`src/inc/tone_pkg.sv`:
```
// Constants for the musical tone generator.
// Assumes a machine cycle of CLK_PER_CYC (80) clocks; the state counts are in machine cycles.
package tone_pkg;
  localparam int     FIXED_CYC   = 100;
  localparam int     TIMER_BASE  = 9;
  localparam int     W1          = 3;
  localparam int     W2          = 4;
  localparam int     W3          = 5;
  localparam int     FILLER_CYC  = 89;
  localparam int     TEMPO_DIV   = 60;
  localparam int     SPACE_CYC   = 256;
  localparam int     CYCLE_NS    = 4000;
  localparam int     CLK_NS      = 50;
  localparam int     CLK_PER_CYC = CYCLE_NS / CLK_NS;
  localparam logic [3:0] LEN_LAST = 4'hF;
  localparam logic [7:0] STATUS_RST = 8'h00;
  typedef enum logic [2:0] {
    ST_IDLE  = 3'b000,
    ST_FIXED = 3'b001,
    ST_VAR   = 3'b011,
    ST_FILL  = 3'b010,
    ST_SPACE = 3'b110
  } tone_state_t;
endpackage : tone_pkg

```
`src/core/tone_down_counter.sv`:
```
// Loadable down counter with a terminal flag.
// Assumes synchronous load and a step enable.
`timescale 1ns/1ps
`default_nettype none
module tone_down_counter #(
  parameter int W = 10
) (
  input  wire logic         ref_clk,
  input  wire logic         rst,
  input  wire logic         load,
  input  wire logic [W-1:0] loadVal,
  input  wire logic         step,
  output logic              atOne
);
  logic [W-1:0] count_r;
  always_ff @(posedge ref_clk or posedge rst) begin
    if (rst) begin
      count_r <= '0;
    end else if (load) begin
      count_r <= loadVal;
    end else if (step && count_r != '0) begin
      count_r <= count_r - 1'b1;
    end
  end
  assign atOne = (count_r == {{(W-1){1'b0}}, 1'b1});
endmodule : tone_down_counter
`default_nettype wire

```
`src/core/tone_tempo_div.sv`:
```
// Tempo divider: synchronises tempo input, counts rising edges by 60.
// Assumes the tempo input is far slower than the machine cycle.
`timescale 1ns/1ps
`default_nettype none
module tone_tempo_div (
  input  wire logic ref_clk,
  input  wire logic rst,
  input  wire logic tempoIn,
  input  wire logic clearFlag,
  output logic      secondsFlag
);
  logic       sync1_r;
  logic       sync2_r;
  logic       prev_r;
  logic [5:0] divCnt_r;
  logic       tick;
  always_ff @(posedge ref_clk or posedge rst) begin
    if (rst) begin
      sync1_r <= 1'b0;
      sync2_r <= 1'b0;
      prev_r  <= 1'b0;
    end else begin
      sync1_r <= tempoIn;
      sync2_r <= sync1_r;
      prev_r  <= sync2_r;
    end
  end
  assign tick = sync2_r & ~prev_r;
  always_ff @(posedge ref_clk or posedge rst) begin
    if (rst) begin
      divCnt_r <= 6'h00;
    end else if (tick) begin
      divCnt_r <= (divCnt_r == 6'(tone_pkg::TEMPO_DIV - 1)) ? 6'h00 : divCnt_r + 6'h01;
    end
  end
  // Set wins over clear
  always_ff @(posedge ref_clk or posedge rst) begin
    if (rst) begin
      secondsFlag <= 1'b0;
    end else if (tick && divCnt_r == 6'(tone_pkg::TEMPO_DIV - 1)) begin
      secondsFlag <= 1'b1;
    end else if (clearFlag) begin
      secondsFlag <= 1'b0;
    end
  end
endmodule : tone_tempo_div
`default_nettype wire

```
`src/core/musical_tone_generator.sv`:
```
// Musical tone generator: half-period timing, octave repeat, outputs, length.
// Assumes codes held stable from start until done.
`timescale 1ns/1ps
`default_nettype none
module musical_tone_generator #(
  parameter int CLK_PER_CYC = tone_pkg::CLK_PER_CYC
) (
  input  wire logic       ref_clk,
  input  wire logic       rst,
  input  wire logic       start,
  input  wire logic [3:0] noteCode1,
  input  wire logic [3:0] noteCode2,
  input  wire logic [3:0] noteCode3,
  input  wire logic [3:0] octaveCode,
  input  wire logic [3:0] lengthCode,
  input  wire logic       restNote,
  input  wire logic       tempo_clock_in,
  output logic            busy,
  output logic            done,
  output logic            tone_out_octave1,
  output logic            tone_out_octave2,
  output logic            tone_out_octave3,
  output logic            tone_out_octave4,
  output logic            tone_out_octave1_inv,
  output logic            tone_out_octave2_inv,
  output logic            tone_out_octave3_inv,
  output logic            tone_out_octave4_inv,
  output logic            envelope_key_out,
  output logic            envelope_key_out_inv
);
  // ****************************************
  // Machine cycle strobe
  // ****************************************
  logic [7:0] preCnt_r;
  logic       mc;
  always_ff @(posedge ref_clk or posedge rst) begin
    if (rst) begin
      preCnt_r <= 8'h00;
    end else begin
      preCnt_r <= (preCnt_r == 8'(CLK_PER_CYC - 1)) ? 8'h00 : preCnt_r + 8'h01;
    end
  end
  assign mc = (preCnt_r == 8'(CLK_PER_CYC - 1));

  // ****************************************
  // Sequencer
  // ****************************************
  tone_pkg::tone_state_t state_r;
  logic [9:0]  cnt_r;
  logic [9:0]  varLen;
  logic [3:0]  repeat_r;
  logic [4:0]  lenCnt_r;
  logic [7:0]  status_r;
  logic        keyOn_r;
  logic        done_r;
  logic        secondsFlag;
  logic        seenFlag;
  logic        varLoad;
  logic        varEnd;

  assign varLen = 10'(tone_pkg::TIMER_BASE)
                + 10'(tone_pkg::W1) * 10'(4'hF - noteCode1)
                + 10'(tone_pkg::W2) * 10'(4'hF - noteCode2)
                + 10'(tone_pkg::W3) * 10'(4'hF - noteCode3);
  assign varLoad = (state_r != tone_pkg::ST_VAR) && mc
                 && ((state_r == tone_pkg::ST_FIXED && cnt_r == 10'h001)
                  || (state_r == tone_pkg::ST_FILL && cnt_r == 10'h001));

  tone_down_counter #(.W(10)) u_varTimer (
    .ref_clk (ref_clk),
    .rst     (rst),
    .load    (varLoad),
    .loadVal (varLen),
    .step    (mc),
    .atOne   (varEnd)
  );

  tone_tempo_div u_tempo (
    .ref_clk     (ref_clk),
    .rst         (rst),
    .tempoIn     (tempo_clock_in),
    .clearFlag   (seenFlag),
    .secondsFlag (secondsFlag)
  );

  // Half-period end: last variable part finished, no octave repeats left
  logic halfEnd;
  assign halfEnd  = mc && state_r == tone_pkg::ST_VAR && varEnd && repeat_r == 4'h0;
  assign seenFlag = halfEnd && secondsFlag;

  logic noteOver;
  assign noteOver = seenFlag && lenCnt_r == {1'b0, tone_pkg::LEN_LAST};

  always_ff @(posedge ref_clk or posedge rst) begin
    if (rst) begin
      state_r <= tone_pkg::ST_IDLE;
      cnt_r   <= 10'h000;
    end else begin
      case (state_r)
        tone_pkg::ST_IDLE: begin
          if (start) begin
            state_r <= tone_pkg::ST_FIXED;
            cnt_r   <= 10'(tone_pkg::FIXED_CYC);
          end
        end
        tone_pkg::ST_FIXED: begin
          if (mc) begin
            cnt_r <= cnt_r - 10'h001;
            if (cnt_r == 10'h001) begin
              state_r <= tone_pkg::ST_VAR;
            end
          end
        end
        tone_pkg::ST_VAR: begin
          if (mc && varEnd) begin
            if (repeat_r != 4'h0) begin
              state_r <= tone_pkg::ST_FILL;
              cnt_r   <= 10'(tone_pkg::FILLER_CYC);
            end else if (noteOver) begin
              state_r <= tone_pkg::ST_SPACE;
              cnt_r   <= 10'(tone_pkg::SPACE_CYC);
            end else begin
              state_r <= tone_pkg::ST_FIXED;
              cnt_r   <= 10'(tone_pkg::FIXED_CYC);
            end
          end
        end
        tone_pkg::ST_FILL: begin
          if (mc) begin
            cnt_r <= cnt_r - 10'h001;
            if (cnt_r == 10'h001) begin
              state_r <= tone_pkg::ST_VAR;
            end
          end
        end
        tone_pkg::ST_SPACE: begin
          if (mc) begin
            cnt_r <= cnt_r - 10'h001;
            if (cnt_r == 10'h001) begin
              state_r <= tone_pkg::ST_IDLE;
            end
          end
        end
        default: begin
          state_r <= tone_pkg::ST_IDLE;
        end
      endcase
    end
  end

  // ****************************************
  // Octave repeat count
  // ****************************************
  always_ff @(posedge ref_clk or posedge rst) begin
    if (rst) begin
      repeat_r <= 4'h0;
    end else if (state_r == tone_pkg::ST_FIXED && mc && cnt_r == 10'(tone_pkg::FIXED_CYC)) begin
      repeat_r <= octaveCode;
    end else if (mc && state_r == tone_pkg::ST_VAR && varEnd && repeat_r != 4'h0) begin
      repeat_r <= repeat_r - 4'h1;
    end
  end

  // ****************************************
  // Output status and note length
  // ****************************************
  always_ff @(posedge ref_clk or posedge rst) begin
    if (rst) begin
      status_r <= tone_pkg::STATUS_RST;
    end else if (halfEnd && !restNote) begin
      status_r <= status_r + 8'h01;
    end
  end

  always_ff @(posedge ref_clk or posedge rst) begin
    if (rst) begin
      lenCnt_r <= 5'h00;
    end else if (state_r == tone_pkg::ST_IDLE && start) begin
      lenCnt_r <= {1'b0, lengthCode};
    end else if (seenFlag) begin
      lenCnt_r <= lenCnt_r + 5'h01;
    end
  end

  always_ff @(posedge ref_clk or posedge rst) begin
    if (rst) begin
      keyOn_r <= 1'b0;
    end else if (state_r == tone_pkg::ST_IDLE && start) begin
      keyOn_r <= 1'b1;
    end else if (mc && state_r == tone_pkg::ST_VAR && varEnd && repeat_r == 4'h0 && noteOver) begin
      keyOn_r <= 1'b0;
    end
  end

  always_ff @(posedge ref_clk or posedge rst) begin
    if (rst) begin
      done_r <= 1'b0;
    end else begin
      done_r <= state_r == tone_pkg::ST_SPACE && mc && cnt_r == 10'h001;
    end
  end

  assign busy                 = state_r != tone_pkg::ST_IDLE;
  assign done                 = done_r;
  assign tone_out_octave1     = status_r[0];
  assign tone_out_octave2     = status_r[1];
  assign tone_out_octave3     = status_r[2];
  assign tone_out_octave4     = status_r[3];
  assign tone_out_octave1_inv = ~status_r[0];
  assign tone_out_octave2_inv = ~status_r[1];
  assign tone_out_octave3_inv = ~status_r[2];
  assign tone_out_octave4_inv = ~status_r[3];
  assign envelope_key_out     = keyOn_r;
  assign envelope_key_out_inv = ~keyOn_r;

  // ****************************************
  // Assertion helpers
  // ****************************************
  logic [15:0] halfMc_r;
  logic [9:0]  varMc_r;
  // Machine cycles since the half period began
  always_ff @(posedge ref_clk or posedge rst) begin
    if (rst) begin
      halfMc_r <= 16'h0000;
    end else if (halfEnd) begin
      halfMc_r <= 16'h0000;
    end else if (mc && state_r != tone_pkg::ST_IDLE && state_r != tone_pkg::ST_SPACE) begin
      halfMc_r <= halfMc_r + 16'h0001;
    end
  end
  // Machine cycles in the current timer run
  always_ff @(posedge ref_clk or posedge rst) begin
    if (rst) begin
      varMc_r <= 10'h000;
    end else if (mc && state_r == tone_pkg::ST_VAR) begin
      varMc_r <= varEnd ? 10'h000 : varMc_r + 10'h001;
    end
  end

  // ****************************************
  // Assertions
  // ****************************************
  a_fixed_len: assert property (@(posedge ref_clk) disable iff (rst)
    $rose(state_r == tone_pkg::ST_FIXED) |-> cnt_r == 10'(tone_pkg::FIXED_CYC))
    else $error("fixed part not 100 cycles");
  a_filler_len: assert property (@(posedge ref_clk) disable iff (rst)
    $rose(state_r == tone_pkg::ST_FILL) |-> cnt_r == 10'(tone_pkg::FILLER_CYC))
    else $error("filler not 89 cycles");
  a_status_step: assert property (@(posedge ref_clk) disable iff (rst)
    halfEnd && !restNote |=> status_r == $past(status_r) + 8'h01)
    else $error("status did not increment");
  a_rest_hold: assert property (@(posedge ref_clk) disable iff (rst)
    halfEnd && restNote |=> $stable(status_r))
    else $error("rest changed outputs");
  a_inv_pair: assert property (@(posedge ref_clk) disable iff (rst)
    tone_out_octave1 != tone_out_octave1_inv && tone_out_octave4 != tone_out_octave4_inv)
    else $error("inverted outputs wrong");
  a_key_inv: assert property (@(posedge ref_clk) disable iff (rst)
    envelope_key_out != envelope_key_out_inv)
    else $error("key outputs not inverse");
  a_repeat_dec: assert property (@(posedge ref_clk) disable iff (rst)
    mc && state_r == tone_pkg::ST_VAR && varEnd && repeat_r != 4'h0
    |=> repeat_r == $past(repeat_r) - 4'h1)
    else $error("repeat not decremented");
  a_key_space: assert property (@(posedge ref_clk) disable iff (rst)
    state_r == tone_pkg::ST_SPACE |-> !envelope_key_out)
    else $error("key on during space");
  a_len_step: assert property (@(posedge ref_clk) disable iff (rst)
    seenFlag && !noteOver |=> lenCnt_r == $past(lenCnt_r) + 5'h01)
    else $error("length not advanced");
  a_half_total: assert property (@(posedge ref_clk) disable iff (rst)
    halfEnd |-> int'(halfMc_r) + 1 == tone_pkg::FIXED_CYC
      + (tone_pkg::TIMER_BASE + tone_pkg::W1 * (15 - int'(noteCode1))
      + tone_pkg::W2 * (15 - int'(noteCode2)) + tone_pkg::W3 * (15 - int'(noteCode3)))
      * (int'(octaveCode) + 1) + tone_pkg::FILLER_CYC * int'(octaveCode))
    else $error("half period length wrong");
  a_var_len: assert property (@(posedge ref_clk) disable iff (rst)
    mc && state_r == tone_pkg::ST_VAR && varEnd |-> int'(varMc_r) + 1
      == tone_pkg::TIMER_BASE
      + tone_pkg::W1 * (15 - int'(noteCode1)) + tone_pkg::W2 * (15 - int'(noteCode2))
      + tone_pkg::W3 * (15 - int'(noteCode3)))
    else $error("note period timer length wrong");
  a_oct_load: assert property (@(posedge ref_clk) disable iff (rst)
    state_r == tone_pkg::ST_FIXED && mc && cnt_r == 10'(tone_pkg::FIXED_CYC)
    |=> repeat_r == $past(octaveCode))
    else $error("octave code not copied");
  a_key_start: assert property (@(posedge ref_clk) disable iff (rst)
    state_r == tone_pkg::ST_IDLE && start |=> envelope_key_out && busy)
    else $error("note start not keyed");
  a_key_note: assert property (@(posedge ref_clk) disable iff (rst)
    state_r == tone_pkg::ST_FIXED || state_r == tone_pkg::ST_VAR
    || state_r == tone_pkg::ST_FILL |-> envelope_key_out)
    else $error("key off during note");
  a_note_end: assert property (@(posedge ref_clk) disable iff (rst)
    noteOver |=> state_r == tone_pkg::ST_SPACE && !envelope_key_out)
    else $error("note did not end");
  a_space_len: assert property (@(posedge ref_clk) disable iff (rst)
    $rose(state_r == tone_pkg::ST_SPACE) |-> cnt_r == 10'(tone_pkg::SPACE_CYC))
    else $error("space length wrong");
  a_low_toggle: assert property (@(posedge ref_clk) disable iff (rst)
    halfEnd && !restNote |=> tone_out_octave1 != $past(tone_out_octave1))
    else $error("lowest pair did not toggle");
  a_done_pulse: assert property (@(posedge ref_clk) disable iff (rst)
    done |=> !done)
    else $error("done longer than one clock");
  c_fill: cover property (@(posedge ref_clk) state_r == tone_pkg::ST_FILL);
  c_space: cover property (@(posedge ref_clk) state_r == tone_pkg::ST_SPACE);
  c_done: cover property (@(posedge ref_clk) done);
  c_rest: cover property (@(posedge ref_clk) halfEnd && restNote);
  c_refused: cover property (@(posedge ref_clk) busy && start);
endmodule : musical_tone_generator
`default_nettype wire

```
`config.mk`:
```
export PLATFORM = sky130hd
export DESIGN_NAME = musical_tone_generator
export DESIGN_NICKNAME = d
export VERILOG_FILES = /design/src/inc/tone_pkg.sv /design/src/core/tone_down_counter.sv /design/src/core/tone_tempo_div.sv /design/src/core/musical_tone_generator.sv
export SDC_FILE = /design/constraint.sdc
export NUM_CORES = 1
export LEC_CHECK = 0
export ABC_CLOCK_PERIOD_IN_PS = 4800
export CORE_ASPECT_RATIO = 0.5
export CORE_MARGIN = 1
export CORE_UTILIZATION = 30
export CTS_CLUSTER_DIAMETER = 80
export DETAILED_ROUTE_END_ITERATION = 6
export DONT_BUFFER_PORTS = 1
export MAX_ROUTING_LAYER = met4
export PLACE_DENSITY_LB_ADDON = 0.15
export SYNTH_ARGS = -nofsm -noshare
export SYNTH_HDL_FRONTEND = slang
export SYNTH_SLANG_ARGS = --single-unit
```
`constraint.sdc`:
```
create_clock -name ref_clk -period 4.8 [get_ports ref_clk]
set_clock_uncertainty 0.1 [all_clocks]
set_input_delay 1.2 -clock ref_clk [delete_from_list [all_inputs] [get_ports ref_clk]]
set_output_delay 1.2 -clock ref_clk [all_outputs]
set_load 0.005 [all_outputs]
```
Word level (Yosys, flattened, before mapping)
Index checks and enable logic that the tools add are counted.

Register bits: 60. Output and inout bits: 12. Input bits: 25. Logic and storage cells: 118.

Multiply operators: 2. Mux-type cells: 27. Reduce and logical (&&, ||, !) cells: 37. Eq/ne operators: 18. Add/subtract/negate cells: 13. Bitwise logic cells: 7.

Operators by type and width (count): 10-bit 2-to-1 mux (5); 10-bit one-hot mux with 3 select lines (1); 3-bit 2-to-1 mux (8); 10-bit by 1-bit equality test with 1-bit output, second input constant (2); 1-bit logical AND (20); 10-bit by 1-bit subtractor with 10-bit output, second input constant (2); 9-bit 2-to-1 mux (2); 8-bit by 1-bit adder with 8-bit output, second input constant (2); 4-bit by 4-bit subtractor with 5-bit output, first input constant (3); 3-bit one-hot mux with 4 select lines (1); 10-bit adder (1); 9-bit by 7-bit adder with 10-bit output (1); 10-bit by 7-bit equality test with 1-bit output, second input constant (1); 5-bit 2-to-1 mux (2); 10-bit nonzero test (1); 2-bit nonzero test (5); 5-bit by 8-bit adder with 9-bit output, first input constant (1); 4-bit by 5-bit multiplier with 9-bit output, first input constant (1); 8-bit by 7-bit equality test with 1-bit output, second input constant (1); 3-bit by 5-bit multiplier with 8-bit output, first input constant (1); 4-bit 2-to-1 mux (2); 8-bit 2-to-1 mux (1); 2-bit by 1-bit != test with 1-bit output, second input constant (4); 6-bit by 1-bit adder with 6-bit output, second input constant (1); other kinds (23) (35).

Depth between registers and ports, before layout
Gate-level depths: netlist (run 1).

Word-level depth: 10. Depth in mapped cells: 17. Gate-level depth less buffers: 17.

Cells and area by module
Synthesis (run 1) repeated with hierarchy kept, for this count alone.

Cell total of the unflattened synthesis: 435. Area, all modules: 4066.4 µm².

Modules (own cells, without submodules): musical_tone_generator (area an instance 2962.8 µm², instances 1, cells each 325, seq. area each 900.9 µm²); tone_down_counter (area an instance 665.6 µm², instances 1, cells each 74, seq. area each 250.2 µm²); tone_tempo_div (area an instance 437.9 µm², instances 1, cells each 36, seq. area each 250.2 µm²).

Least setup slack after synthesis (run 1)
Ideal clock, no wire load.

Kind: input to register. From: input noteCode3[1]. To: register u_varTimer.count_r[7]. Stages: 15. Slack: 0.086 ns. Path buffers: 0. Required time: 4.554 ns. Data arrival time: 4.468 ns. Library setup time: 0.146 ns. Cell sequence: inv_1 > ha_1 > ha_1 > fa_1 > ha_1 > inv_1 > fa_1 > fa_1 > inv_1 > ha_1 > a21oi_1 > o21bai_1 > a21oi_1 > xor2_1 > mux2i_1.

Cells in the longest elaborated chain, start to end: 4.

Ends and longest elaborated chain: from (decl) (RTL line musical_tone_generator.sv:13) `input wire logic [3:0] noteCode3,`; 4-bit by 4-bit subtractor with 5-bit output (RTL line musical_tone_generator.sv:64) `+ 10'(tone_pkg::W3) * 10'(4'hF - noteCode3);`; 4-bit by 5-bit multiplier with 9-bit output (RTL line musical_tone_generator.sv:64); 10-bit adder (RTL line musical_tone_generator.sv:64); 10-bit 2-to-1 mux (RTL line tone_down_counter.sv:19) `end else if (load) begin`; to (signal assigned) (RTL line tone_down_counter.sv:20) `count_r <= loadVal;`; to (signal assigned) (RTL line tone_down_counter.sv:22) `count_r <= count_r - 1'b1;`; to (decl) (RTL line tone_down_counter.sv:15) `logic [W-1:0] count_r;`.

No other way between the ends. A chain may end at the register's enable or synchronous reset.

Worst setup path in the final report (run 1)
Ends and elaborated chain as after synthesis.

==> results of run 1 <==
==> layout make-up <==
type                            instances  area [um2]  area share (%)
Multi-Input combinational cell        289        2090            51.5
Tap cell                              165         206            5.08
Clock buffer                            6         139            3.42
Clock inverter                          2        13.8           0.339
Sequential cell                        56        1400            34.5
Timing Repair Buffer                    5        37.5           0.923
Inverter                               46         173            4.25
==> Yosys cell counts, drive strengths merged <==
cell,n
o31ai,2
and2,4
fa,9
o21ai,28
mux2,5
mux2i,4
nor3b,2
nor3,9
xnor2,14
a21o,3
nor4,9
a21oi,24
o22ai,1
nand3,10
nand3b,4
nand2,37
buf,2
nor4b,1
or2,1
xor2,13
ha,32
a211oi,1
or3,5
nand4,10
nor2,32
o31a,1
a311oi,1
and3,5
o22a,2
and4,1
o211a,1
inv,46
nand2b,3
o21bai,2
o211ai,2
nor2b,5
o21a,3
dfrtp,56
a22o,2
a31oi,1
clkbuf,8
==> how the worst max path moves through the flow <==
stage / startpoint / endpoint / slack [ps] / cells past startpoint
3_5_place_dp: noteCode3[1] / u_varTimer.count_r[7] / -20 / 15
4_1_cts: noteCode3[1] / u_varTimer.count_r[7] / 300 / 15
6_report: noteCode3[1] / u_varTimer.count_r[7] / 290 / 15
2_1_floorplan: noteCode3[1] / u_varTimer.count_r[7] / 90 / 15
5_1_grt: noteCode3[1] / u_varTimer.count_r[7] / 110 / 15
3_3_place_gp: noteCode3[1] / u_varTimer.count_r[7] / 40 / 15
==> flip-flops by register name (all words and copies together), names as in the netlist <==
signal and count:
cnt_r 10, done 1, envelope_key_out 1, lenCnt_r 5
preCnt_r 8, repeat_r 4, state_r 3, status_r 4
u_tempo.divCnt_r 6, u_tempo.prev_r 1, u_tempo.secondsFlag 1, u_tempo.sync1_r 1
u_tempo.sync2_r 1, u_varTimer.count_r 10
==> per-layer routing <==
layer / routed length [um] / track usage, % / up-vias
li1: - / - / 1370
met1: 3830 / 17.0 / 1266
met2: 3280 / 21.9 / 46
met3: 294 / 2.69 / 8
met4: 73 / 3.46 / 0
met5: 0 / - / -
==> power groups by stage <==
stage | combinational, mW | clock (mW) | sequential (mW)
floorplan | 0.232 | 0 | 0.554
global placement | 0.295 | 0 | 0.564
detailed placement | 0.299 | 0 | 0.565
CTS | 0.301 | 0.399 | 0.555
global route | 0.346 | 0.416 | 0.564
finish | 0.292 | 0.381 | 0.556
==> cells by family (layout without fill, tap and decap cells) <==
family	after synthesis	in the layout	share of synthesized area, %
xor gates and xnor gates	27	27	6.38
DFF	56	56	37.8
and+or+nand+nor	138	138	20.0
AOI/OAI and AO/OA	74	74	11.8
buffers and inverters	56	59	5.74
adders and majority gates	41	41	15.7
muxes	9	9	2.60
==> through the flow <==
step	cell area, um2	setup slack [ps]
after floorplan	3710	85.9
final	4070	295
after detailed placement	3910	-20.2
after CTS	4070	296
after global placement	3910	36.1
after global routing	4070	114
==> critical path: stages <==
cell and delay [ps]:
inv_1 30, ha_1 290, ha_1 220, fa_1 430
ha_1 280, inv_1 40, fa_1 460, fa_1 540
inv_1 40, ha_1 330, a21oi_1 210, o21bai_1 90
a21oi_1 180, xor2_1 150, mux2i_1 90
==> results.json, run 1 <==
{
  "drt_iter0_drc": 137,
  "dieArea_um2": 12800,
  "relSlewSlack_pct": 34.8,
  "cts_tree": "done",
  "grt_first_pass_wirelength_um": 13300,
  "layout_min_cycle_time_ps": 4510,
  "drtAntennaViolNets": 0,
  "cts.htree.levels": 2,
  "arrival_ps": 4590,
  "place_congestion": 0.769,
  "synth_top_area_share_pct": 37.8,
  "dp.cells": 561,
  "worstHoldPathType": "reg2reg",
  "grt_max_degree": 33,
  "clock_latency_ps": 300,
  "cp.required_ps": 4880,
  "fin_util_pct": 34.1,
  "die_y_um": 80.6,
  "drive_gt1_share_pct": 6.44,
  "slew_viol_final": 0,
  "hold_end": "u_tempo.sync2_r",
  "nets": 469,
  "r2r_cells": 8,
  "timing.fmax_mhz": 222,
  "swShare_pct": 29.8,
  "post-dp-hpwl_um": 5760,
  "clock_path_buffers": 2,
  "post-cts-setup-buffers": 0,
  "synthTopCellsByArea": "dfrtp_1, ha_1, fa_1",
  "net-switching-power_mw": 0.367,
  "grt_pass1_vias": 2777,
  "status": "finished, final reports clean",
  "grt.total_usage_pct": 13.3,
  "layout_commonest_cell": "dfrtp_1",
  "viasPerCell": 4.73,
  "whs_ps": 250,
  "drv_cap": 0,
  "io_pins": 37,
  "cts_made_buffers": 5,
  "synth_seq_cells": 56,
  "cts.sinks": 56,
  "hold_start": "u_tempo.sync1_r",
  "pwr-share-comb_pct": 23.8,
  "die_x_um": 159,
  "setup_violations": 0,
  "drtPass1Iterations": 4,
  "syn_avg_cell_area_um2": 9.25,
  "vdd_ir_drop_max_uv": 136,
  "yosysWarnings": 0,
  "yosysSeqAreaShare_pct": 37.8,
  "rows": 28,
  "core_area_um2": 11900,
  "wirelength_um": 7480,
  "rr_startpoint": "repeat_r[0]",
  "finalPower_mw": 1.23,
  "worst_setup_path_start_kind": "input pin",
  "cts-root-buf": "clkbuf_16",
  "leakagePower_nw": 1.77,
  "mostFrequentLayoutCells": "dfrtp_1, inv_1, nand2_1",
  "syn_inst": 401,
  "hold_viol": 0,
  "layoutNonFillerInstCount": 569,
  "fillers": 1265,
  "avgRoutedWirePerCell_um": 13.1,
  "worstPathMaxFanout": 3,
  "rrSetupSlack_ps": 2040,
  "ctsHoldBuffers": 0,
  "antenna_found_initial": 0,
  "synth_cell_types": 46,
  "syn_to_final_growth_pct": 9.62,
  "initial_core_util_pct": 31.1,
  "power_density_nw_per_um2": 302,
  "routed-via-count": 2690,
  "criticalPathCategory": "in2reg",
  "min_path_cells": 0,
  "pwr-share-seq_pct": 45.2,
  "clk_pin_slew_ps": 70,
  "r2r_end": "lenCnt_r[2]",
  "yosysTopAreaCell": "dfrtp_1",
  "pwr-share-clk_pct": 31.0,
  "drc": 0,
  "netlist_area_um2": 3710,
  "diodes": 0,
  "setup_tns_ps": 0,
  "rsz0062_at_grt": "no",
  "endpoint_kind": "flip-flop",
  "worst_slew_pin_slew_ps": 969,
  "synth_fp_nets": 467,
  "intPower_mw": 0.862,
  "postCtsResizedCells": 0,
  "period_share_pct": 93.9,
  "grt-ovfl-total": 0,
  "port_buffers": 0
}
Power figures use the tool's default switching activity.
==> run 2, diff against run 1 <==
Settings changed: ABC_AREA from default to 1.
==> results.json, run 2 <==
{
  "core_area_um2": 12900,
  "period_share_pct": 94.2,
  "vdd_ir_drop_max_uv": 145,
  "drv_cap": 0,
  "cts.htree.levels": 2,
  "yosysWarnings": 0,
  "port_buffers": 0,
  "finalPower_mw": 1.79,
  "drtAntennaViolNets": 0,
  "critPathSlowestCell": "fa_1",
  "worstPathMaxFanout": 2,
  "cpPeakStageDelay_ps": 540,
  "leakagePower_nw": 2.20,
  "grt_max_degree": 36,
  "fin_util_pct": 34.0,
  "nets": 574,
  "wirelength_um": 8610,
  "synth_fp_nets": 566,
  "die_y_um": 84.0,
  "synthArstFlopShare_pct": 100,
  "layout_min_cycle_time_ps": 4520,
  "cts.sinks": 56,
  "diodes": 0,
  "cts_made_buffers": 5,
  "drtPass1Iterations": 4,
  "syn_inst": 500,
  "grt_first_pass_wirelength_um": 14900,
  "cp_cell_sequence": "inv_1 -> ha_1 -> ha_1 -> fa_1 -> ha_1 -> inv_1 -> fa_1 -> fa_1 -> inv_1 -> ha_1 -> a21oi_1 -> or2_2 -> nand3_1 -> nand2_1 -> nand2_1 -> nand3_1 -> nand2_1 -> nand2_1 -> nand2_1",
  "cts_tree": "done",
  "grt.total_usage_pct": 13.8,
  "yosysMostFrequentCell": "inv_1",
  "reg_top3": "cnt_r: 10 flops, u_varTimer.count_r: 10 flops, preCnt_r: 8 flops",
  "slew_viol_final": 0,
  "ctsHoldBuffers": 0,
  "layout_commonest_cell": "inv_1",
  "rsz0062_at_grt": "no",
  "cp.required_ps": 4890,
  "clk_pin_slew_ps": 70,
  "clock_path_buffers": 2,
  "worstHoldPathType": "reg2reg",
  "synth_cell_types": 43,
  "post-cts-setup-buffers": 0,
  "setup_tns_ps": 0,
  "routed-via-count": 3084,
  "mostFrequentLayoutCells": "inv_1, nand2_1, nor2_1",
  "synth_top_area_share_pct": 34.8,
  "place_area_um2": 4250,
  "post-dp-hpwl_um": 6790,
  "ys_top_cells_by_count": "inv_1, nand2_1, nor2_1, dfrtp_1, ha_1",
  "power_density_nw_per_um2": 409,
  "arrival_ps": 4610,
  "final_area_um2": 4380,
  "rows": 29,
  "timing.fmax_mhz": 221,
  "yosysSeqAreaShare_pct": 34.8,
  "postCtsResizedCells": 0,
  "setup_violations": 0,
  "grt_pass1_vias": 3059,
  "antenna_found_initial": 0,
  "avgRoutedWirePerCell_um": 12.7,
  "dieArea_um2": 13900,
  "layoutNonFillerInstCount": 678,
  "dp.cells": 671,
  "yosysTopAreaCell": "dfrtp_1",
  "criticalPathCategory": "in2reg",
  "crit_path_frequent_cell": "nand2_1",
  "initial_core_util_pct": 31.3,
  "syn_avg_cell_area_um2": 8.06,
  "status": "finished, final reports clean",
  "synth-edff-count": 0,
  "relSlewSlack_pct": 48.6,
  "drive_gt1_share_pct": 10.4,
  "viasPerCell": 4.55,
  "endpoint_kind": "flip-flop",
  "place_congestion": 0.775,
  "syn_to_final_growth_pct": 8.75,
  "synthTopCellsByArea": "dfrtp_1, ha_1, inv_1",
  "cts-root-buf": "clkbuf_16",
  "synth_seq_cells": 56,
  "yosys_most_used_dff": "dfrtp_1",
  "worst_setup_path_start_kind": "input pin",
  "drt_iter0_drc": 152,
  "worst_slew_pin_slew_ps": 769,
  "netlist_area_um2": 4030,
  "hold_viol": 0,
  "grt-ovfl-total": 0,
  "drc": 0,
  "die_x_um": 166,
  "io_pins": 37,
  "clock_latency_ps": 300
}
## run 2: final cells by class
class                      instances  area, um2
tap                              170        213
timing repair buffer               4       30.0
sequential                        56       1400
fill                            1345       8500
inverter                          92        348
multi-input combinational        349       2250
clock inverter                     2       12.5
clock buffer                       5        125
## run 2: through the flow
step	hold slack (ps)	setup slack, ps
5_1_grt	265	75.9
4_1_cts	253	278
3_5_place_dp	236	-35.7
3_3_place_gp	233	30.5
6_report	251	279
2_1_floorplan	231	82.2
## run 2: cell families after synthesis
logic type	share of synthesized area (%)
buffers and inverters	9.31
AOI/OAI and AO/OA	11.1
and+or+nand+nor	26.5
adders and majority gates	14.4
DFF	34.8
xor gates and xnor gates	3.91
## run 2: layer usage
layer / vias to the layer above / share of wire, % / global-route usage (%)
li1: 1632 / - / -
met3: 8 / 3.0 / 2.56
met4: 0 / 1.2 / 3.82
met5: - / 0 / -
met1: 1413 / 53 / 18.1
met2: 31 / 42 / 21.6
## run 2: critical path, delay by kind of cell
| kind | cells | cell delay (ps) |
|---|---|---|
| AO/OA/AOI/OAI | 1 | 210 |
| adder cells (fa/ha/maj) | 7 | 2530 |
| buffers and inverters | 3 | 130 |
| AND/OR/NAND/NOR | 8 | 550 |
## run 2: power by group
group          switching (mW)  total (mW)  internal [mW]  leakage [nW]
Combinational           0.508       0.812          0.304          1.50
Sequential             0.0714       0.618          0.547         0.643
Clock                   0.173       0.363          0.190        0.0657
Total                   0.753        1.79           1.04          2.20
## run 2: final timing paths
| check | startpoint | end | slack (ps) | cells past startpoint |
|---|---|---|---|---|
| max in group asynchronous | rst | done | 2990 | 2 |
| hold reg to reg | u_tempo.sync1_r | u_tempo.sync2_r | 250 | 0 |
| setup reg to reg | preCnt_r[0] | status_r[1] | 2730 | 10 |
| setup / recovery | noteCode3[1] | u_varTimer.count_r[7] | 280 | 19 |
| min in group asynchronous | rst | u_tempo.secondsFlag | 820 | 1 |
| hold / removal | u_tempo.sync1_r | u_tempo.sync2_r | 250 | 0 |
